File: src/pps_pkg.sv
// package: constants for the port pin function select block
package pps_pkg;
  // register byte offsets
  localparam logic [7:0] OFS_DATA = 8'h00;
  localparam logic [7:0] OFS_DIR = 8'h04;
  localparam logic [7:0] OFS_PULL = 8'h08;
  localparam logic [7:0] OFS_PIN = 8'h0C;
  localparam logic [7:0] OFS_CFG = 8'h10;
  localparam logic [7:0] OFS_STAT = 8'h14;
  // port geometry
  localparam int LINES = 6;
  localparam int LINE_RST = 5;
  localparam int LINE_OSC_OUT = 4;
  localparam int LINE_OSC_IN = 3;
  // config register fields
  localparam int CFG_CODE_W = 4;
  localparam int CFG_RST_EN_BIT = 4;
  localparam logic [3:0] CFG_CODE_RESET = 4'h2;
  localparam logic CFG_RST_EN_RESET = 1'b1;
  // status register fields
  localparam int ST_OSC_IN_BIT = 0;
  localparam int ST_OSC_OUT_BIT = 1;
  localparam int ST_RST_PIN_BIT = 2;
  localparam int ST_EXT_RST_BIT = 3;
  // clock source decode bounds, variant with data storage
  localparam logic [3:0] C4_XTAL_LO = 4'hA;
  localparam logic [3:0] C4_LF_LO = 4'h8;
  localparam logic [3:0] C4_ERC_LO = 4'h5;
  localparam logic [3:0] C4_IRC_LO = 4'h2;
  // clock source codes, variant without data storage
  localparam logic [2:0] C3_XTAL = 3'h7;
  localparam logic [2:0] C3_LF = 3'h6;
  localparam logic [2:0] C3_ERC = 3'h5;
  localparam logic [2:0] C3_IRC = 3'h4;
  // bus answers
  localparam logic [1:0] RESP_OKAY = 2'h0;
  localparam logic [1:0] RESP_SLVERR = 2'h2;
  // clock source classes
  typedef enum logic [2:0] {SRC_XTAL, SRC_LF_XTAL, SRC_EXT_RC, SRC_INT_RC, SRC_EXT_CLK} pps_src_t;
endpackage : pps_pkg

File: src/pps_pad_cell.sv
// pps_pad_cell: one port line with registered pad drive and input synchroniser
`timescale 1ns/10ps
`default_nettype none
module pps_pad_cell (
  // clock and reset
  input wire logic clock,
  input wire logic sys_rst_n,
  // role of the line
  input wire logic owned,
  input wire logic may_drive,
  input wire logic open_drain,
  // software settings
  input wire logic dir,
  input wire logic data,
  input wire logic pull_req,
  // pad
  input wire logic pin_in,
  output logic pin_out,
  output logic pin_oe_n,
  output logic pin_pullup_en,
  // synchronised value seen by software
  output logic line_value
);
  logic sync1_reg;
  logic sync2_reg;
  logic drive;
  logic pull;

  // drive only when the port owns the line; open drain pulls low only
  assign drive = owned & may_drive & dir & (~open_drain | ~data);
  assign pull = owned & pull_req & ~dir & ~open_drain;

  // pad registers tri-state at once on reset, clock or not
  always_ff @(posedge clock or negedge sys_rst_n) begin
    if (!sys_rst_n) begin
      pin_oe_n <= 1'b1;
      pin_out <= 1'b0;
      pin_pullup_en <= 1'b0;
    end else begin
      pin_oe_n <= ~drive;
      pin_out <= data & ~open_drain;
      pin_pullup_en <= pull;
    end
  end

  // two-stage input synchroniser, taken lines read zero
  always_ff @(posedge clock or negedge sys_rst_n) begin
    if (!sys_rst_n) begin
      sync1_reg <= 1'b0;
      sync2_reg <= 1'b0;
      line_value <= 1'b0;
    end else begin
      sync1_reg <= pin_in;
      sync2_reg <= sync1_reg;
      line_value <= sync2_reg & owned;
    end
  end
endmodule : pps_pad_cell
`default_nettype wire

File: src/pps_top.sv
// pps_top: port pin function select with register slave
//
// Implementation choices: the register addresses and the AXI4-Lite interface to the registers.
`timescale 1ns/10ps
`default_nettype none
module pps_top #(
  parameter bit HAS_STORAGE = 1'b1,
  parameter int ADDR_W = 8
) (
  // clock and power-on reset
  input wire logic clock,
  input wire logic arst_n,
  // axi4-lite write address
  input wire logic [ADDR_W-1:0] s_axi_awaddr,
  input wire logic s_axi_awvalid,
  output logic s_axi_awready,
  // axi4-lite write data
  input wire logic [31:0] s_axi_wdata,
  input wire logic [3:0] s_axi_wstrb,
  input wire logic s_axi_wvalid,
  output logic s_axi_wready,
  // axi4-lite write response
  output logic [1:0] s_axi_bresp,
  output logic s_axi_bvalid,
  input wire logic s_axi_bready,
  // axi4-lite read address
  input wire logic [ADDR_W-1:0] s_axi_araddr,
  input wire logic s_axi_arvalid,
  output logic s_axi_arready,
  // axi4-lite read data
  output logic [31:0] s_axi_rdata,
  output logic [1:0] s_axi_rresp,
  output logic s_axi_rvalid,
  input wire logic s_axi_rready,
  // port pads
  input wire logic [pps_pkg::LINES-1:0] pin_in,
  output logic [pps_pkg::LINES-1:0] pin_out,
  output logic [pps_pkg::LINES-1:0] pin_oe_n,
  output logic [pps_pkg::LINES-1:0] pin_pullup_en,
  // to the oscillator and reset logic
  output logic osc_amp_input_en,
  output logic osc_amp_output_en,
  output logic reset_pin_en,
  output logic sys_rst_n
);
  logic [pps_pkg::LINES-1:0] data_reg;
  logic [pps_pkg::LINES-1:0] dir_reg;
  logic [pps_pkg::LINES-1:0] pull_reg;
  logic [pps_pkg::CFG_CODE_W-1:0] code_reg;
  logic rst_en_reg;
  logic ext_rst_reg;
  logic pin_low1_reg;
  logic pin_low2_reg;
  logic rst1_reg;
  logic aw_full_reg;
  logic w_full_reg;
  logic [ADDR_W-1:0] awaddr_reg;
  logic [31:0] wdata_reg;
  logic [3:0] wstrb_reg;
  logic [pps_pkg::LINES-1:0] line_value;
  logic [pps_pkg::LINES-1:0] owned;
  logic [pps_pkg::LINES-1:0] may_drive;
  logic [pps_pkg::LINES-1:0] open_drain;
  pps_pkg::pps_src_t src;
  logic take_osc_in;
  logic take_osc_out;
  logic take_rst;
  logic comb_rst_n;

  // clock source class from the stored code
  always_comb begin
    src = pps_pkg::SRC_EXT_CLK;
    if (HAS_STORAGE) begin
      if (code_reg >= pps_pkg::C4_XTAL_LO) src = pps_pkg::SRC_XTAL;
      else if (code_reg >= pps_pkg::C4_LF_LO) src = pps_pkg::SRC_LF_XTAL;
      else if (code_reg >= pps_pkg::C4_ERC_LO) src = pps_pkg::SRC_EXT_RC;
      else if (code_reg >= pps_pkg::C4_IRC_LO) src = pps_pkg::SRC_INT_RC;
      else src = pps_pkg::SRC_EXT_CLK;
    end else begin
      case (code_reg[2:0])
        pps_pkg::C3_XTAL: src = pps_pkg::SRC_XTAL;
        pps_pkg::C3_LF: src = pps_pkg::SRC_LF_XTAL;
        pps_pkg::C3_ERC: src = pps_pkg::SRC_EXT_RC;
        pps_pkg::C3_IRC: src = pps_pkg::SRC_INT_RC;
        default: src = pps_pkg::SRC_EXT_CLK;
      endcase
    end
  end

  // line roles follow the stored config with no state of their own
  assign take_osc_out = (src == pps_pkg::SRC_XTAL) | (src == pps_pkg::SRC_LF_XTAL);
  assign take_osc_in = take_osc_out | (src == pps_pkg::SRC_EXT_RC) | (src == pps_pkg::SRC_EXT_CLK);
  assign take_rst = rst_en_reg;
  assign owned = {~take_rst, ~take_osc_out, ~take_osc_in, 3'h7};
  assign may_drive = {HAS_STORAGE, 5'h1F};
  assign open_drain = {1'b1, 5'h00};

  // reset pin low, when enabled, resets the port with no clock needed
  assign comb_rst_n = arst_n & ~(rst_en_reg & ~pin_in[pps_pkg::LINE_RST]);

  // reset release synchroniser, assertion is immediate
  always_ff @(posedge clock or negedge comb_rst_n) begin
    if (!comb_rst_n) begin
      rst1_reg <= 1'b0;
      sys_rst_n <= 1'b0;
    end else begin
      rst1_reg <= 1'b1;
      sys_rst_n <= rst1_reg;
    end
  end

  // six pad cells, one per port line
  genvar gi;
  generate
    for (gi = 0; gi < pps_pkg::LINES; gi++) begin : g_line
      pps_pad_cell u_pad (
        .clock(clock),
        .sys_rst_n(sys_rst_n),
        .owned(owned[gi]),
        .may_drive(may_drive[gi]),
        .open_drain(open_drain[gi]),
        .dir(dir_reg[gi]),
        .data(data_reg[gi]),
        .pull_req(pull_reg[gi]),
        .pin_in(pin_in[gi]),
        .pin_out(pin_out[gi]),
        .pin_oe_n(pin_oe_n[gi]),
        .pin_pullup_en(pin_pullup_en[gi]),
        .line_value(line_value[gi])
      );
    end
  endgenerate

  // role outputs towards oscillator and reset circuits
  always_ff @(posedge clock or negedge arst_n) begin
    if (!arst_n) begin
      osc_amp_input_en <= 1'b0;
      osc_amp_output_en <= 1'b0;
      reset_pin_en <= 1'b0;
    end else begin
      osc_amp_input_en <= take_osc_in;
      osc_amp_output_en <= take_osc_out;
      reset_pin_en <= take_rst;
    end
  end

  // bus write path: address and data taken in either order
  logic aw_take;
  logic w_take;
  logic do_write;
  logic [7:0] wofs;
  logic wbyte;
  logic wmapped;
  assign aw_take = s_axi_awvalid & s_axi_awready;
  assign w_take = s_axi_wvalid & s_axi_wready;
  assign do_write = aw_full_reg & w_full_reg & ~s_axi_bvalid;
  assign wofs = 8'(awaddr_reg);
  assign wbyte = do_write & wstrb_reg[0];
  assign wmapped = (wofs == pps_pkg::OFS_DATA) | (wofs == pps_pkg::OFS_DIR) |
                   (wofs == pps_pkg::OFS_PULL) | (wofs == pps_pkg::OFS_PIN) |
                   (wofs == pps_pkg::OFS_CFG) | (wofs == pps_pkg::OFS_STAT);

  // write channel holding registers
  always_ff @(posedge clock or negedge sys_rst_n) begin
    if (!sys_rst_n) begin
      aw_full_reg <= 1'b0;
      w_full_reg <= 1'b0;
      awaddr_reg <= '0;
      wdata_reg <= 32'h0000_0000;
      wstrb_reg <= 4'h0;
      s_axi_awready <= 1'b1;
      s_axi_wready <= 1'b1;
      s_axi_bvalid <= 1'b0;
      s_axi_bresp <= pps_pkg::RESP_OKAY;
    end else begin
      if (aw_take) awaddr_reg <= s_axi_awaddr;
      if (w_take) wdata_reg <= s_axi_wdata;
      if (w_take) wstrb_reg <= s_axi_wstrb;
      aw_full_reg <= (aw_full_reg & ~do_write) | aw_take;
      w_full_reg <= (w_full_reg & ~do_write) | w_take;
      s_axi_awready <= ~((aw_full_reg & ~do_write) | aw_take);
      s_axi_wready <= ~((w_full_reg & ~do_write) | w_take);
      if (do_write) begin
        s_axi_bvalid <= 1'b1;
        s_axi_bresp <= wmapped ? pps_pkg::RESP_OKAY : pps_pkg::RESP_SLVERR;
      end else if (s_axi_bready) begin
        s_axi_bvalid <= 1'b0;
      end
    end
  end

  // port registers, cleared by any reset
  always_ff @(posedge clock or negedge sys_rst_n) begin
    if (!sys_rst_n) begin
      data_reg <= '0;
      dir_reg <= '0;
      pull_reg <= '0;
    end else if (wbyte) begin
      if (wofs == pps_pkg::OFS_DATA) data_reg <= wdata_reg[pps_pkg::LINES-1:0];
      if (wofs == pps_pkg::OFS_DIR) dir_reg <= wdata_reg[pps_pkg::LINES-1:0];
      if (wofs == pps_pkg::OFS_PULL) pull_reg <= wdata_reg[pps_pkg::LINES-1:0];
    end
  end

  // stored clock and reset config survives the reset pin
  always_ff @(posedge clock or negedge arst_n) begin
    if (!arst_n) begin
      code_reg <= pps_pkg::CFG_CODE_RESET;
      rst_en_reg <= pps_pkg::CFG_RST_EN_RESET;
    end else if (wbyte && wofs == pps_pkg::OFS_CFG) begin
      code_reg <= wdata_reg[pps_pkg::CFG_CODE_W-1:0];
      rst_en_reg <= wdata_reg[pps_pkg::CFG_RST_EN_BIT];
    end
  end

  // sticky external reset flag, set wins over write-one clear
  logic ext_clr;
  assign ext_clr = wbyte & (wofs == pps_pkg::OFS_STAT) & wdata_reg[pps_pkg::ST_EXT_RST_BIT];
  always_ff @(posedge clock or negedge arst_n) begin
    if (!arst_n) begin
      pin_low1_reg <= 1'b0;
      pin_low2_reg <= 1'b0;
      ext_rst_reg <= 1'b0;
    end else begin
      pin_low1_reg <= ~pin_in[pps_pkg::LINE_RST];
      pin_low2_reg <= pin_low1_reg;
      if (pin_low2_reg & rst_en_reg) ext_rst_reg <= 1'b1;
      else if (ext_clr) ext_rst_reg <= 1'b0;
    end
  end

  // read path: one outstanding read, registered data
  logic [7:0] rofs;
  logic [31:0] rmux;
  logic rmapped;
  assign rofs = 8'(s_axi_araddr);
  assign rmapped = (rofs == pps_pkg::OFS_DATA) | (rofs == pps_pkg::OFS_DIR) |
                   (rofs == pps_pkg::OFS_PULL) | (rofs == pps_pkg::OFS_PIN) |
                   (rofs == pps_pkg::OFS_CFG) | (rofs == pps_pkg::OFS_STAT);
  always_comb begin
    rmux = 32'h0000_0000;
    case (rofs)
      pps_pkg::OFS_DATA: rmux[pps_pkg::LINES-1:0] = data_reg;
      pps_pkg::OFS_DIR: rmux[pps_pkg::LINES-1:0] = dir_reg;
      pps_pkg::OFS_PULL: rmux[pps_pkg::LINES-1:0] = pull_reg;
      pps_pkg::OFS_PIN: rmux[pps_pkg::LINES-1:0] = line_value;
      pps_pkg::OFS_CFG: begin
        rmux[pps_pkg::CFG_CODE_W-1:0] = code_reg;
        rmux[pps_pkg::CFG_RST_EN_BIT] = rst_en_reg;
      end
      pps_pkg::OFS_STAT: begin
        rmux[pps_pkg::ST_OSC_IN_BIT] = take_osc_in;
        rmux[pps_pkg::ST_OSC_OUT_BIT] = take_osc_out;
        rmux[pps_pkg::ST_RST_PIN_BIT] = take_rst;
        rmux[pps_pkg::ST_EXT_RST_BIT] = ext_rst_reg;
      end
      default: rmux = 32'h0000_0000;
    endcase
  end

  // read channel registers
  always_ff @(posedge clock or negedge sys_rst_n) begin
    if (!sys_rst_n) begin
      s_axi_arready <= 1'b1;
      s_axi_rvalid <= 1'b0;
      s_axi_rdata <= 32'h0000_0000;
      s_axi_rresp <= pps_pkg::RESP_OKAY;
    end else if (s_axi_arvalid && s_axi_arready) begin
      s_axi_arready <= 1'b0;
      s_axi_rvalid <= 1'b1;
      s_axi_rdata <= rmux;
      s_axi_rresp <= rmapped ? pps_pkg::RESP_OKAY : pps_pkg::RESP_SLVERR;
    end else if (s_axi_rvalid && s_axi_rready) begin
      s_axi_rvalid <= 1'b0;
      s_axi_arready <= 1'b1;
    end
  end
endmodule : pps_top
`default_nettype wire

File: config.mk
export PLATFORM = sky130hd
export DESIGN_NAME = pps_top
export DESIGN_NICKNAME = d
export VERILOG_FILES = /design/src/pps_pkg.sv /design/src/pps_pad_cell.sv /design/src/pps_top.sv
export SDC_FILE = /design/constraint.sdc
export NUM_CORES = 1
export LEC_CHECK = 0
export BUFFER_PORTS_ARGS = -buffer_cell sky130_fd_sc_hd__buf_4
export CORE_MARGIN = 8
export CORE_UTILIZATION = 54
export DETAILED_ROUTE_END_ITERATION = 8
export PLACE_DENSITY = 0.85
export SYNTH_ARGS = -nofsm -noshare
export SYNTH_HDL_FRONTEND = slang
export SYNTH_SLANG_ARGS = --single-unit
File: constraint.sdc
create_clock -name clock -period 7.1 [get_ports clock]
set_clock_uncertainty 0.05 [all_clocks]
set_input_delay 0 -clock clock [delete_from_list [all_inputs] [get_ports clock]]
set_output_delay 0 -clock clock [all_outputs]
set_load 0.05 [all_outputs]
Word-level counts from Yosys, hierarchy flattened
Index checks and enable logic that the tools add are counted.
Widths: inputs -> output; s select.
{ "op_classes": {"order_cmp": 4, "eq_ne": 13, "muxes": 17, "n_bitwise": 59, "n_reduce_logical": 12} }
{ "ops": {"columns": ["cell", "n"], "rows": [
  ["$eq 8x4->1 const B", 4],
  ["$eq 8x5->1 const B", 4],
  ["$and 1x1->1", 26],
  ["$pmux 4 s6", 1],
  ["$not 1->1", 18],
  ["$eq 8x3->1 const B", 2],
  ["$logic_not 8->1", 2],
  ["$or 1x1->1", 15],
  ["$mux 3", 4],
  ["$ge 4x4->1 const B", 2],
  ["$mux 1", 8],
  ["$reduce_and 2->1", 3],
  ["$reduce_bool 2->1", 3],
  ["$pmux 1 s5", 1],
  ["$ge 4x2->1 const B", 1],
  ["$ge 4x3->1 const B", 1],
  ["$mux 2", 2],
  ["$pmux 1 s4", 1],
  ["$eq 3x1->1 const B", 1],
  ["$eq 3x2->1 const B", 1],
  ["$eq 3x3->1 const B", 1],
  ["$logic_and 1x1->1", 3],
  ["$logic_not 3->1", 1]
]} }
{ "word_totals": {"ff_bits": 97, "in_bits": 65, "out_inout_bits": 63, "word_cells": 165} }

Longest topological paths before layout
{ "logic_depth": {"depth_word": 12, "depth_mapped": 6, "ltp_nobuf": 4} }

By module
Synthesis repeated with hierarchy kept, for this count alone.
{ "hier_totals": {"hier_cells": 286, "area_unflattened_um2": 3952.5} }
{ "modules_own_cells": {"columns": ["module", "instances", "cells_each", "area_per_inst_um2", "seq_area_each_um2"], "rows": [
  ["pps_top", 1, 220, 2819.0, 1532.7],
  ["pps_pad_cell", 6, 11, 188.9, 151.4]
]} }

Least setup slack after synthesis
No wires, ideal clock.
{ "synth_timing": {"path_type": "reg2out", "from": "register sys_rst_n", "to": "output port sys_rst_n", "arrival_ns": 2.348, "slack_ns": 4.702, "stages_incl_launch_ff": 1, "path_buffers": 0, "path_cell_list": "dfrtp_1"} }
{ "synth_rtl": {"columns": ["item", "line", "source"], "rows": [
  ["start: declaration", "pps_top.sv:44", "output logic sys_rst_n"],
  ["start signal: assignment", "pps_top.sv:108", "sys_rst_n <= rst1_reg;"]
]} }
No word-level cell between the ends.

Final worst setup path
{ "layout_timing": {"from": "register awaddr_reg[1]", "to": "register dir_reg[5] in the netlist's numbering"} }
{ "layout_via": {"elab_chain_len": 2} }
{ "layout_lines": {"columns": ["item", "line", "source"], "rows": [
  ["start: declaration", "pps_top.sv:57", "logic [ADDR_W-1:0] awaddr_reg;"],
  ["start signal: assignment", "pps_top.sv:176", "if (aw_take) awaddr_reg <= s_axi_awaddr;"],
  ["$eq 8x3->1", "pps_top.sv:200", "if (wofs == pps_pkg::OFS_DIR) dir_reg <= wdata_reg[pps_pkg::LINES-1:0];"],
  ["$reduce_and 2->1 (no line)", null, null],
  ["end signal: assignment", "pps_top.sv:200", null],
  ["end: declaration", "pps_top.sv:47", "logic [pps_pkg::LINES-1:0] dir_reg;"]
]} }
Every way passes these cells.
A chain may end at the register's enable or synchronous reset.

==> flow_summary_export.csv <==
group,metric,value,unit
outcome,status,"finished, final reports clean",
finish,diodes,0,
grt,grt-ovfl-total,0,
timing,fmax,425,MHz
power_and_ir_drop,power.share.clock,0.260,
yosys,syn_area_per_cell,13.3,µm²
route,drtAntennaViolNets,0,
placement,routabilityCongestion,0.800,
yosys,synth_top_cell_by_area,"dfrtp_1",
worst_setup_path,path_class,"reg -> reg",
clock_tree,cts_resized,0,
floorplan,num_io_pins,128,
power_and_ir_drop,powerDensity,313,nW/µm²
power_and_ir_drop,pwr-share-seq,0.494,
worst_setup_path,cp_data_arrival_time,2550,ps
clock_tree,clock_path_buffers,2,
yosys,synth_area,3880,µm²
floorplan,die_x,101,µm
worst_setup_path,critPathRequiredTime,7290,ps
placement,placed_cell_area,4250,µm²
finish,final_common_cell,"dfrtp_1",
timing,relSlewSlack,0.324,
clock_tree,path_clk_slew,90,ps
finish,design_area,4790,µm²
clock_tree,cts_sinks,95,
worst_setup_path,start_kind,"register",
job,drv_cap,0,
route,viasPerCell,4.88,
yosys,netlist_instances,291,
yosys,synth_top_area_share,0.542,
timing,rsz0062_at_grt,"false",
worst_setup_path,cp_max_fo,6,
worst_hold_path,hold_path_class,"in -> reg",
timing,final-setup-viol-count,0,
finish,syn_to_final_growth,23.4,%
finish,nets,442,
clock_tree,root_buffer,"clkbuf_8",
power_and_ir_drop,pwr-share-comb,0.246,
power_and_ir_drop,leakagePower,0.00233,µW
finish,multiInputGateArea,1180,µm²
yosys,ys_types,33,
finish,largest_register_ffs,8,
timing,tightest_slew,1010,ps
floorplan,die_area,10100,µm²
timing,whs,46.7,ps
worst_setup_path,slowest_stage,"or4_4",
grt,grt_max_degree,84,
clock_tree,h-tree-depth,3,
route,routed_wl,7830,µm
grt,antenna_found_initial,0,
floorplan,dieHeight,101,µm
grt,grtUsageTotal,0.162,
worst_setup_path,crit_buf_inv,0,
route,vias,2347,
power_and_ir_drop,p_sw,493,µW
yosys,yosysSeqAreaShare,0.617,
finish,regArea,2390,µm²
clock_tree,worstSkewPairLatency,360,ps
power_and_ir_drop,internal_power,1000,µW
timing,period_share,0.331,
placement,dp_hpwl,5120,µm
route,firstDrtPassIters,4,
finish,nFillCells,495,
route,wl_per_cell,16.3,µm
yosys,ys_ff_latch,95,
worst_setup_path,crit_family,"simple AND/OR/NAND/NOR gates",
power_and_ir_drop,peakVddDrop,0.217,mV
worst_setup_path,crit_chain,"or4_4, or3_4, nor3b_4, mux2_2",
floorplan,core-area,7100,µm²
grt,grt_pass1_vias,2455,
floorplan,row_count,31,
timing,fin_crit,2350,ps
route,drc_errors,0,
power_and_ir_drop,swShare,0.329,
timing,slew_viol_final,0,
finish,drive_above_1_share,0.366,
timing,setup-tns-final,0,ps
worst_setup_path,cpPeakStageDelay,560,ps
worst_setup_path,end_kind,"register",
clock_tree,cts_tree,"done",
finish,fin_util,0.674,
clock_tree,cts_made_buffers,9,
grt,grt_pass1_wl,12400,µm
floorplan,start_util,0.546,
finish,layout_common_cells,"dfrtp_1 (83), buf_4 (68), mux2_2 (38)",
timing,finalHoldViolations,0,
route,first_iter_violations,97,
yosys,netlist_top_cells_area,"dfrtp_1 (54%), mux2_2 (11%), buf_4 (8.9%), dfstp_2 (7.5%), mux2i_1 (2.6%)",
yosys,ys.warnings.count,0,
placement,numPortBuffers,68,
## stage by stage
step	total power [µW]	instances	setup WS, ps
after CTS	1510	481	4770
after global routing	1570	481	4690
after floorplan	1010	320	4140
after global placement	1090	434	4830
final	1500	481	4750
after detailed placement	1100	434	4800
## logic make-up (layout without fill, tap and decap cells)
family | count (synthesis) | after routing | synth area share
flip-flops | 95 | 95 | 0.617
buffers and inverters | 65 | 127 | 0.107
AND/OR/NAND/NOR | 53 | 53 | 0.0797
multiplexers | 51 | 51 | 0.154
AO/OA/AOI/OAI | 25 | 25 | 0.0407
other | 2 | 31 | 0.00194
## power groups by stage
stage	combinational (µW)	sequential (µW)	clock, µW
2_1_floorplan	224	791	0
3_3_place_gp	345	743	0
3_5_place_dp	353	748	0
4_1_cts	369	740	400
5_1_grt	390	755	423
6_report	368	739	390
## cell type report
| class | count | area share |
|---|---|---|
| tap | 99 | 0.0259 |
| multi-input combinational | 160 | 0.246 |
| clock inverter | 5 | 0.0170 |
| clock buffer | 11 | 0.0295 |
| inverter | 12 | 0.00941 |
| sequential | 95 | 0.500 |
| timing repair buffer | 99 | 0.172 |
## synthesized netlist by cell type
| master | count |
|---|---|
| mux4_2 | 3 |
| nor2b_1 | 6 |
| conb_1 | 2 |
| mux2i_1 | 10 |
| o21bai_1 | 1 |
| or3_4 | 1 |
| o31a_1 | 1 |
| inv_1 | 12 |
| nand3_1 | 3 |
| and2_1 | 2 |
| nor3b_4 | 2 |
| nand2b_1 | 1 |
| dfstp_2 | 11 |
| a21o_1 | 1 |
| a32o_1 | 1 |
| buf_4 | 46 |
| a221oi_1 | 2 |
| dfrtp_1 | 84 |
| nand2_1 | 20 |
| a22o_1 | 1 |
| clkbuf_1 | 7 |
| and3_1 | 1 |
| a21boi_0 | 1 |
| nor2_1 | 4 |
| o31ai_1 | 2 |
| nor3b_1 | 4 |
| nor4b_1 | 1 |
| a21oi_1 | 1 |
| o21ai_0 | 14 |
| or4_4 | 1 |
| mux2_2 | 38 |
| nand3b_1 | 3 |
| nor3_1 | 4 |
## final timing paths
check | from | endpoint | slack (ps) | cells after the start
max | awaddr_reg[1]$_DFFE_PN0P_ | dir_reg[5]$_DFFE_PN0P_ | 4750 | 4
min | s_axi_araddr[4] | s_axi_rresp[1]$_DFFE_PN0P_ | 50 | 3
max reg2reg | awaddr_reg[1]$_DFFE_PN0P_ | dir_reg[5]$_DFFE_PN0P_ | 4750 | 4
min reg2reg | rst_en_reg$_DFFE_PN1P_ | rst1_reg$_DFF_PN0_ | 290 | 1
max in group asynchronous | sys_rst_n$_DFF_PN0_ | pull_reg[1]$_DFFE_PN0P_ | 5900 | 0
min in group asynchronous | arst_n | code_reg[1]$_DFFE_PN1P_ | 100 | 2
## worst min-delay path: cells and delay by family
family                 cells  cell delay [ps]
buffers and inverters      1              170
AOI/OAI and AO/OA          2              230
## layer usage
layer	track usage	up-vias	wire [µm]
met5	0	-	0
met4	0.0779	0	143
met3	0.0587	13	794
met2	0.260	87	3810
met1	0.188	1173	3080
li1	-	1074	-
## timing repair
action	4_1_cts	5_1_grt
endpoints found under the setup margin	0	0
setup buffers	0	0
hold buffers	31	0
endpoints found under the hold margin	43	0
Note: power is estimated with default switching activity, not from simulation.
